### config.mk
export PLATFORM = sky130hd
export DESIGN_NAME = led_mode_ctrl
export DESIGN_NICKNAME = d
export VERILOG_FILES = /design/src/verilog/led_ctrl_pkg.sv /design/src/verilog/led_mode_ctrl.sv
export VERILOG_INCLUDE_DIRS = /design/src /design/src/verilog
export SDC_FILE = /design/constraint.sdc
export NUM_CORES = 1
export LEC_CHECK = 0
export BUFFER_PORTS_ARGS = -buffer_cell sky130_fd_sc_hd__buf_2
export CAP_MARGIN = 10
export CORE_MARGIN = 8
export CORE_UTILIZATION = 45
export CTS_CLUSTER_SIZE = 28
export DETAILED_ROUTE_END_ITERATION = 6
export PLACE_DENSITY = 0.66
export RECOVER_POWER = 25
export SLEW_MARGIN = 10
export SYNTH_ARGS = -nofsm -noshare
export SYNTH_HDL_FRONTEND = slang
export SYNTH_SLANG_ARGS = --single-unit
### constraint.sdc
create_clock -name CLK -period 4.21 [get_ports CLK]
set_clock_uncertainty 0.05 [all_clocks]
set_input_delay 0.2105 -clock CLK [delete_from_list [all_inputs] [get_ports CLK]]
set_output_delay 0.2105 -clock CLK [all_outputs]
set_load 0.05 [all_outputs]
### src/verilog/led_ctrl_defs.svh
// timing and encoding constants for the led driver mode controller
`ifndef LED_CTRL_DEFS_SVH
`define LED_CTRL_DEFS_SVH
`define CLK_PERIOD_NS      8
`define SHUTDOWN_TIME_US   30000
`define FILTER_TIME_US     800
`define PUR_TIME_NS        10000
`define SHUTDOWN_CYCLES    ((`SHUTDOWN_TIME_US * 1000) / `CLK_PERIOD_NS)
`define FILTER_CYCLES      ((`FILTER_TIME_US * 1000) / `CLK_PERIOD_NS)
`define PUR_CYCLES         ((`PUR_TIME_NS + `CLK_PERIOD_NS - 1) / `CLK_PERIOD_NS)
`define CNT_W              22
`define PUR_W              11
`define CNT_ZERO           22'h000000
`define PUR_ZERO           11'h000
`define MODE_1X            2'h0
`define MODE_133X          2'h1
`define MODE_15X           2'h3
`define MODE_2X            2'h2
`endif

### src/verilog/led_ctrl_pkg.sv
// types for the led driver mode controller
package led_ctrl_pkg;
  typedef enum logic [1:0] {
    ST_RESET = 2'h0,
    ST_SHUT  = 2'h1,
    ST_RUN   = 2'h3
  } ctrl_state_e;
  typedef enum logic [1:0] {
    PM_1X   = 2'h0,
    PM_133X = 2'h1,
    PM_15X  = 2'h3,
    PM_2X   = 2'h2
  } pump_mode_e;
endpackage

### src/verilog/led_mode_ctrl.sv
// enable, shutdown timer and charge pump mode sequencing for a six channel led driver
`timescale 1ns/1ps
`include "led_ctrl_defs.svh"
module led_mode_ctrl
  import led_ctrl_pkg::*;
#(
  parameter int SHUTDOWN_CYC = `SHUTDOWN_CYCLES,
  parameter int FILTER_CYC   = `FILTER_CYCLES,
  parameter int PUR_CYC      = `PUR_CYCLES
)
(
  // clock and reset
  input  wire logic       CLK,
  input  wire logic       RESETN,
  input  wire logic       CE,
  // host dimming inputs
  input  wire logic       BANK_AB_DIM_INPUT,
  input  wire logic       BANK_C_DIM_INPUT,
  // analog monitors
  input  wire logic       UVLO,
  input  wire logic [5:0] HEADROOM_LOW,
  input  wire logic       SUPPLY_OK_1X,
  // channel drive, order c2 c1 b2 b1 a2 a1
  output logic      [5:0] CATHODE_EN,
  output logic      [5:0] CATHODE_OE,
  // pump control
  output logic      [1:0] PUMP_MODE,
  output logic            PUMP_ON,
  output logic            SHUTDOWN
);
  logic rst_s1_q;
  logic rst_n_q;
  always_ff @(posedge CLK or negedge RESETN)
  begin
    if (!RESETN)
    begin
      rst_s1_q <= 1'b0;
      rst_n_q  <= 1'b0;
    end
    else
    begin
      rst_s1_q <= 1'b1;
      rst_n_q  <= rst_s1_q;
    end
  end

  ctrl_state_e        state_q, state_d;
  pump_mode_e         mode_q, mode_d;
  logic [`CNT_W-1:0]  idle_q, idle_d;
  logic [`CNT_W-1:0]  ab_hold_q, ab_hold_d;
  logic [`CNT_W-1:0]  c_hold_q, c_hold_d;
  logic [`CNT_W-1:0]  filt_q, filt_d;
  logic [`PUR_W-1:0]  pur_q, pur_d;
  logic               ab_prev_q, ab_prev_d;
  logic               c_prev_q, c_prev_d;
  logic [5:0]         en_q, en_d;
  logic [5:0]         oe_q, oe_d;
  logic               ab_live, c_live, any_in, low_hr;
  logic [5:0]         bank_on;

  localparam logic [`CNT_W-1:0] SHUT_LIM = `CNT_W'(SHUTDOWN_CYC);
  localparam logic [`CNT_W-1:0] FILT_LIM = `CNT_W'(FILTER_CYC);
  localparam logic [`PUR_W-1:0] PUR_LIM  = `PUR_W'(PUR_CYC);

  // a stuck level stops its bank; a fresh edge revives it in the same cycle,
  // although the hold counter still shows the old saturated value on that edge
  assign ab_live = BANK_AB_DIM_INPUT
                   & ((BANK_AB_DIM_INPUT != ab_prev_q) | (ab_hold_q < SHUT_LIM));
  assign c_live  = BANK_C_DIM_INPUT
                   & ((BANK_C_DIM_INPUT != c_prev_q) | (c_hold_q < SHUT_LIM));

  // channels 5:4 belong to bank c, channels 3:0 to banks a and b
  for (genvar ch = 0; ch < 6; ch++)
  begin : g_chan
    assign bank_on[ch] = (ch >= 4) ? c_live : ab_live;
  end

  // headroom of a channel that is off says nothing about the pump
  assign low_hr = |(HEADROOM_LOW & bank_on);

  always_comb
  begin
    state_d   = state_q;
    mode_d    = mode_q;
    idle_d    = idle_q;
    ab_hold_d = ab_hold_q;
    c_hold_d  = c_hold_q;
    filt_d    = filt_q;
    pur_d     = pur_q;
    ab_prev_d = BANK_AB_DIM_INPUT;
    c_prev_d  = BANK_C_DIM_INPUT;
    any_in    = BANK_AB_DIM_INPUT | BANK_C_DIM_INPUT;
    // hold timers restart on every edge of their input
    ab_hold_d = (BANK_AB_DIM_INPUT != ab_prev_q) ? `CNT_ZERO :
                (ab_hold_q < SHUT_LIM) ? ab_hold_q + 1'b1 : ab_hold_q;
    c_hold_d  = (BANK_C_DIM_INPUT != c_prev_q) ? `CNT_ZERO :
                (c_hold_q < SHUT_LIM) ? c_hold_q + 1'b1 : c_hold_q;
    case (state_q)
      ST_RESET:
      begin
        pur_d = pur_q + 1'b1;
        if (pur_q >= PUR_LIM - 1'b1)
          state_d = ST_SHUT;
      end
      ST_SHUT:
      begin
        idle_d = `CNT_ZERO;
        filt_d = `CNT_ZERO;
        mode_d = PM_1X;
        if (any_in && !UVLO)
          state_d = ST_RUN;
      end
      ST_RUN:
      begin
        idle_d = any_in ? `CNT_ZERO : idle_q + 1'b1;
        if (UVLO)
          state_d = ST_SHUT;
        else if (!any_in && idle_q >= SHUT_LIM)
          state_d = ST_SHUT;
        // supply comparator carries the 600 mV hysteresis itself
        if (mode_q != PM_1X && SUPPLY_OK_1X)
        begin
          mode_d = PM_1X;
          filt_d = `CNT_ZERO;
        end
        else if (low_hr && mode_q != PM_2X)
        begin
          if (filt_q >= FILT_LIM - 1'b1)
          begin
            filt_d = `CNT_ZERO;
            case (mode_q)
              PM_1X:   mode_d = PM_133X;
              PM_133X: mode_d = PM_15X;
              default: mode_d = PM_2X;
            endcase
          end
          else
            filt_d = filt_q + 1'b1;
        end
        else
          filt_d = `CNT_ZERO;
      end
      default: state_d = ST_RESET;
    endcase
    en_d = (state_d == ST_RUN) ? bank_on : 6'h00;
    oe_d = (state_d == ST_RUN) ? 6'h3F : 6'h00;
  end

  always_ff @(posedge CLK or negedge rst_n_q)
  begin
    if (!rst_n_q)
    begin
      state_q   <= ST_RESET;
      mode_q    <= PM_1X;
      idle_q    <= `CNT_ZERO;
      ab_hold_q <= `CNT_ZERO;
      c_hold_q  <= `CNT_ZERO;
      filt_q    <= `CNT_ZERO;
      pur_q     <= `PUR_ZERO;
      ab_prev_q <= 1'b0;
      c_prev_q  <= 1'b0;
      en_q      <= 6'h00;
      oe_q      <= 6'h00;
    end
    else if (CE)
    begin
      state_q   <= state_d;
      mode_q    <= mode_d;
      idle_q    <= idle_d;
      ab_hold_q <= ab_hold_d;
      c_hold_q  <= c_hold_d;
      filt_q    <= filt_d;
      pur_q     <= pur_d;
      ab_prev_q <= ab_prev_d;
      c_prev_q  <= c_prev_d;
      en_q      <= en_d;
      oe_q      <= oe_d;
    end
  end

  logic shut_q, shut_d;
  logic pump_q, pump_d;

  // flags follow the next state so they change on the same edge as the cathodes
  always_comb
  begin
    shut_d = (state_d != ST_RUN);
    pump_d = (state_d == ST_RUN);
  end

  always_ff @(posedge CLK or negedge rst_n_q)
  begin
    if (!rst_n_q)
    begin
      shut_q <= 1'b1;
      pump_q <= 1'b0;
    end
    else if (CE)
    begin
      shut_q <= shut_d;
      pump_q <= pump_d;
    end
  end

  assign CATHODE_EN = en_q;
  assign CATHODE_OE = oe_q;
  assign PUMP_MODE  = mode_q;
  assign PUMP_ON    = pump_q;
  assign SHUTDOWN   = shut_q;

  uvlo_shut_a: assert property (@(posedge CLK) disable iff (!rst_n_q)
    (CE && UVLO) |=> SHUTDOWN && CATHODE_OE == 6'h00)
    else $error("undervoltage did not shut down");
  hiz_shut_a: assert property (@(posedge CLK) disable iff (!rst_n_q)
    SHUTDOWN |-> CATHODE_OE == 6'h00 && CATHODE_EN == 6'h00)
    else $error("cathodes driven in shutdown");
  wake_up_a: assert property (@(posedge CLK) disable iff (!rst_n_q)
    (CE && state_q == ST_SHUT && any_in && !UVLO) |=> !SHUTDOWN && PUMP_MODE == `MODE_1X)
    else $error("wake up not in 1-x");
  bank_gate_a: assert property (@(posedge CLK) disable iff (!rst_n_q)
    (CE && state_d == ST_RUN) |=> CATHODE_EN[5:4] == {2{$past(c_live)}}
      && CATHODE_EN[3:0] == {4{$past(ab_live)}})
    else $error("bank gating wrong");
  no_step_2x_a: assert property (@(posedge CLK) disable iff (!rst_n_q)
    ($past(PUMP_MODE) == `MODE_2X && PUMP_MODE != `MODE_2X) |-> PUMP_MODE == `MODE_1X)
    else $error("step beyond 2-x");
  step_order_a: assert property (@(posedge CLK) disable iff (!rst_n_q)
    ($past(PUMP_MODE) == `MODE_133X && PUMP_MODE != `MODE_133X)
      |-> PUMP_MODE == `MODE_15X || PUMP_MODE == `MODE_1X)
    else $error("illegal mode order");
  step_filter_a: assert property (@(posedge CLK) disable iff (!rst_n_q)
    (PUMP_MODE != `MODE_1X && $past(PUMP_MODE) != PUMP_MODE && !$past(SUPPLY_OK_1X))
      |-> $past(filt_q) == FILT_LIM - 1'b1)
    else $error("step without filter delay");
  idle_shut_a: assert property (@(posedge CLK) disable iff (!rst_n_q)
    (CE && state_q == ST_RUN && !any_in && !UVLO && idle_q < SHUT_LIM) |=> !SHUTDOWN)
    else $error("early shutdown");

  // power-up reset interval and its quiet outputs
  pur_len_a: assert property (@(posedge CLK) disable iff (!rst_n_q)
    (state_q == ST_RESET) |-> pur_q < PUR_LIM)
    else $error("power-up reset overran");
  pur_quiet_a: assert property (@(posedge CLK) disable iff (!rst_n_q)
    (state_q == ST_RESET) |-> SHUTDOWN && !PUMP_ON && CATHODE_OE == 6'h00)
    else $error("outputs active in power-up reset");

  // running state flags and pins
  pump_flag_a: assert property (@(posedge CLK) disable iff (!rst_n_q)
    PUMP_ON != SHUTDOWN)
    else $error("pump flag disagrees with shutdown");
  oe_run_a: assert property (@(posedge CLK) disable iff (!rst_n_q)
    !SHUTDOWN |-> CATHODE_OE == 6'h3F)
    else $error("cathode left high impedance while running");
  stuck_off_a: assert property (@(posedge CLK) disable iff (!rst_n_q)
    (CE && ab_hold_q >= SHUT_LIM && BANK_AB_DIM_INPUT == ab_prev_q)
      |=> CATHODE_EN[3:0] == 4'h0)
    else $error("stuck input kept bank on");

  // mode sequencing
  mode_shut_a: assert property (@(posedge CLK) disable iff (!rst_n_q)
    (CE && state_q == ST_SHUT) |=> PUMP_MODE == `MODE_1X)
    else $error("shutdown left pump out of 1-x");
  ret_1x_a: assert property (@(posedge CLK) disable iff (!rst_n_q)
    (CE && state_q == ST_RUN && SUPPLY_OK_1X && PUMP_MODE != `MODE_1X)
      |=> PUMP_MODE == `MODE_1X)
    else $error("no direct return to 1-x");
  hold_mode_a: assert property (@(posedge CLK) disable iff (!rst_n_q)
    (CE && state_q == ST_RUN && !SUPPLY_OK_1X && !low_hr) |=> $stable(PUMP_MODE))
    else $error("mode moved without low headroom");

  // a low enable must hold pump mode, shutdown and the cathode enables where they were
  freeze_a: assert property (@(posedge CLK) disable iff (!rst_n_q)
    !CE |=> $stable(PUMP_MODE) && $stable(SHUTDOWN) && $stable(CATHODE_EN))
    else $error("state moved while clock enable low");
endmodule
==> results.cfg <==
[sta]
finalSetupViolations = 0
grt_setup_unrepaired = false
fmax_mhz = 344
timing.slew.headroom = -0.00585
slew_viol_final = 60
tightest_slew_ns = 1.51
holdWs_ns = 0.106
period_share = 0.690
period_needed_ns = 2.91
timing_hold_violations_final = 0
fin_tns_setup_ns = 0

[floorplanning]
dieArea_um2 = 17100
ioPinCount = 29
fp.dieH_um = 131
die_w_um = 131
coreArea_um2 = 13000
initial_core_util = 0.454
rows = 42

[pwr]
ir_drop_mv = 0.239
power_per_cell_area_nw_per_um2 = 350
power.leakage_nw = 2.84

[clock_tree]
clk_pin_slew_ns = 0.07
cts-htree-levels = 3
clk_path_buf_depth = 2
cts_tree = done
clock-sinks = 111
cts_root_buf = clkbuf_16
worstSkewPairLatency_ns = 0.36
ctsResizeCount = 0
cts_buffers = 9

[detailed_routing]
drc = 0
drt-vias-per-instance = 5.61
firstDrtPassIters = 4
drt-initial-drc-count = 599
ant_nets = 0
post_drt_wl_per_cell_um = 15.2
wl_mm = 12.7
routed-via-count = 4665

[final_layout]
fin_nets = 671
finish.utilization = 0.494
stdcell_count = 832
drive_gt1_frac = 0.0976
antennaDiodeCount = 0
areaGrowthSynthToFinish_pct = 8.77

[yosys]
yosys_warnings = 0
syn_avg_cell_area_um2 = 9.24
ys_seq_elements = 111
synth_top_area_share = 0.465
ys_top_cells_by_count = dfrtp_1 (110), nand2_1 (64), nor2_1 (60)
synthFlopType = dfrtp_1
netlist.top_cell.by_area = dfrtp_1
syn_area_um2 = 5920
synth_top_family_by_area = simple AND/OR/NAND/NOR gates
synthAdderAreaFrac = 0.0148
synth_compound_area_frac = 0.109
synthSimpleGateAreaFrac = 0.270
syn_nets = 661
synth_cell_types = 61
seq_area_frac_synth = 0.469
synth_most_common_cell = dfrtp_1
synth-edff-count = 0
yosys-top-cells-area = dfrtp_1 (46%), xor2_1 (4.3%), nand3_1 (4.1%), nand2_1 (4.1%), nor2_1 (3.8%)
netlist_instances = 641
synth-xor-area-share = 0.0725
synthArstFlopShare = 1.00
synth_mux_area_frac = 0.0192

[grt]
gr-total-overflow = 0
grt_pass1_wl_mm = 21.8
antenna_found_initial = 0
grt.total_usage = 0.160
grt_max_degree = 86
grt_pass1_vias = 4518

[placement]
io_buffers = 28
place_inst = 814
place_congestion = 0.848
dp_hpwl_mm = 8.66

[status]
violations = max-capacitance violations, max-slew violations
status = finished, violations left

[worst_setup_path]
critPathKind = flip-flop to flip-flop
max_stage_delay_ns = 0.61
reg2reg_depth = 7
worst-r2r-setup-slack_ns = 1.30
timing.rr.end = filt_q[12]
path_max_fanout = 16
start_kind = flip-flop
worst_ep_required_time_ns = 4.43
reg2reg_from = ab_hold_q[8]
crit_chain = nor4_1 -> a21oi_1 -> or4bb_1 -> a221oi_4 -> buf_4 -> nand2_1 -> o31ai_1
end_kind = flip-flop
critPathSlowestCell = a221oi_4
arrival_ns = 3.12
startpoint = ab_hold_q[8]

[run]
maxCapViolCount = 1

[min_path]
hold_path_class = input pin to async pin
[critical path, delay by kind of cell, from the launching register on]
kind            cells  cell delay, ns
compound gates      3            1.04
buf+inv             1            0.30
flops               1            0.42
simple gates        3            1.00
[logic make-up after synthesis]
| kind of cell | count (synthesis) |
|---|---|
| xor gates and xnor gates | 49 |
| buffers and inverters | 51 |
| adders and majority gates | 7 |
| AOI/OAI and AO/OA | 101 |
| other | 1 |
| and+or+nand+nor | 310 |
| muxes | 11 |
| DFF | 111 |
[stage by stage]
stage | power [mW] | setup WS, ns | cell area, um^2
global route | 2.35 | 0.954 | 6440
detailed placement | 1.35 | 1.35 | 6110
global placement | 1.33 | 1.45 | 6110
finish | 2.25 | 1.30 | 6440
CTS | 2.29 | 1.33 | 6450
floorplan | 1.29 | 0.841 | 5920
[routing by layer]
metal | wire length [um] | vias to the layer above | share of wire | track usage
met5 | 0 | - | 0 | 0
met4 | 187 | 0 | 0.015 | 0.0547
met3 | 637 | 10 | 0.050 | 0.0446
met2 | 5980 | 71 | 0.47 | 0.255
met1 | 5870 | 2286 | 0.46 | 0.206
li1 | - | 2298 | - | -
[final cells by class]
class                           instances  area (um^2)
Clock buffer                           10          229
Clock inverter                          6         93.8
Fill cell                            1241         6590
Inverter                               15         56.3
Multi-Input combinational cell        479         2880
Sequential cell                       111         2780
Tap cell                              176          220
Timing Repair Buffer                   35          186
[state kept, by name, summed over array words and instances (netlist names)]
signal and count:
CATHODE_EN 2, PUMP_MODE 2, idle_q 22, state_q 2, filt_q 22, rst_n_q 1, ab_hold_q 22, ab_prev_q 1
SHUTDOWN 1, CATHODE_OE 1, pur_q 11, c_prev_q 1, rst_s1_q 1, c_hold_q 22
[what timing repair did]
item                                    4_1_cts  5_1_grt
hold buffers                                  1        0
setup buffers                                 0        0
endpoints found under the setup margin        0        0
endpoints found under the hold margin         2        0
[where the power goes]
group          internal, mW  leakage, nW  total [mW]  switching [mW]
combinational        0.0599         1.19       0.146          0.0859
clock                 0.526        0.153       0.933           0.407
sequential             1.11         1.50        1.18          0.0609
total                  1.70         2.84        2.25           0.554
[how the worst max path moves through the flow]
stage                                to  slack (ns)  depth (start not counted)
after CTS                    filt_q[12]        1.33                          7
after global routing          filt_q[4]        0.95                          2
after global placement       filt_q[12]        1.45                          7
after floorplan           CATHODE_EN[3]        0.84                          0
final                        filt_q[12]        1.30                          7
after detailed placement     filt_q[12]        1.35                          7
[layout by cell type, fill, tap and decap left out, drive strengths merged, types with 2 or more instances in the layout]
master	Yosys	routed
a31oi	6	6
dfrtp	110	110
o21a	4	4
or4	5	5
nand2	64	64
a221o	3	3
a21oi	20	20
inv	15	16
nor4	10	10
o22ai	2	2
and4	5	5
nor3	14	14
mux2i	8	8
nor3b	2	2
and2	20	20
buf	16	30
ha	7	7
or3	9	9
nor2b	2	2
xor2	29	29
a21o	2	2
clkbuf	20	14
nor2	60	60
nand3	48	48
xnor2	20	20
a211oi	2	2
o21ai	41	41
bufinv	0	2
o31ai	6	6
nand4	33	33
and3	29	29
mux2	3	3
o211ai	3	3
clkinv	0	2
nand3b	2	2
or2	2	2
Power figures use the tool's default switching activity.
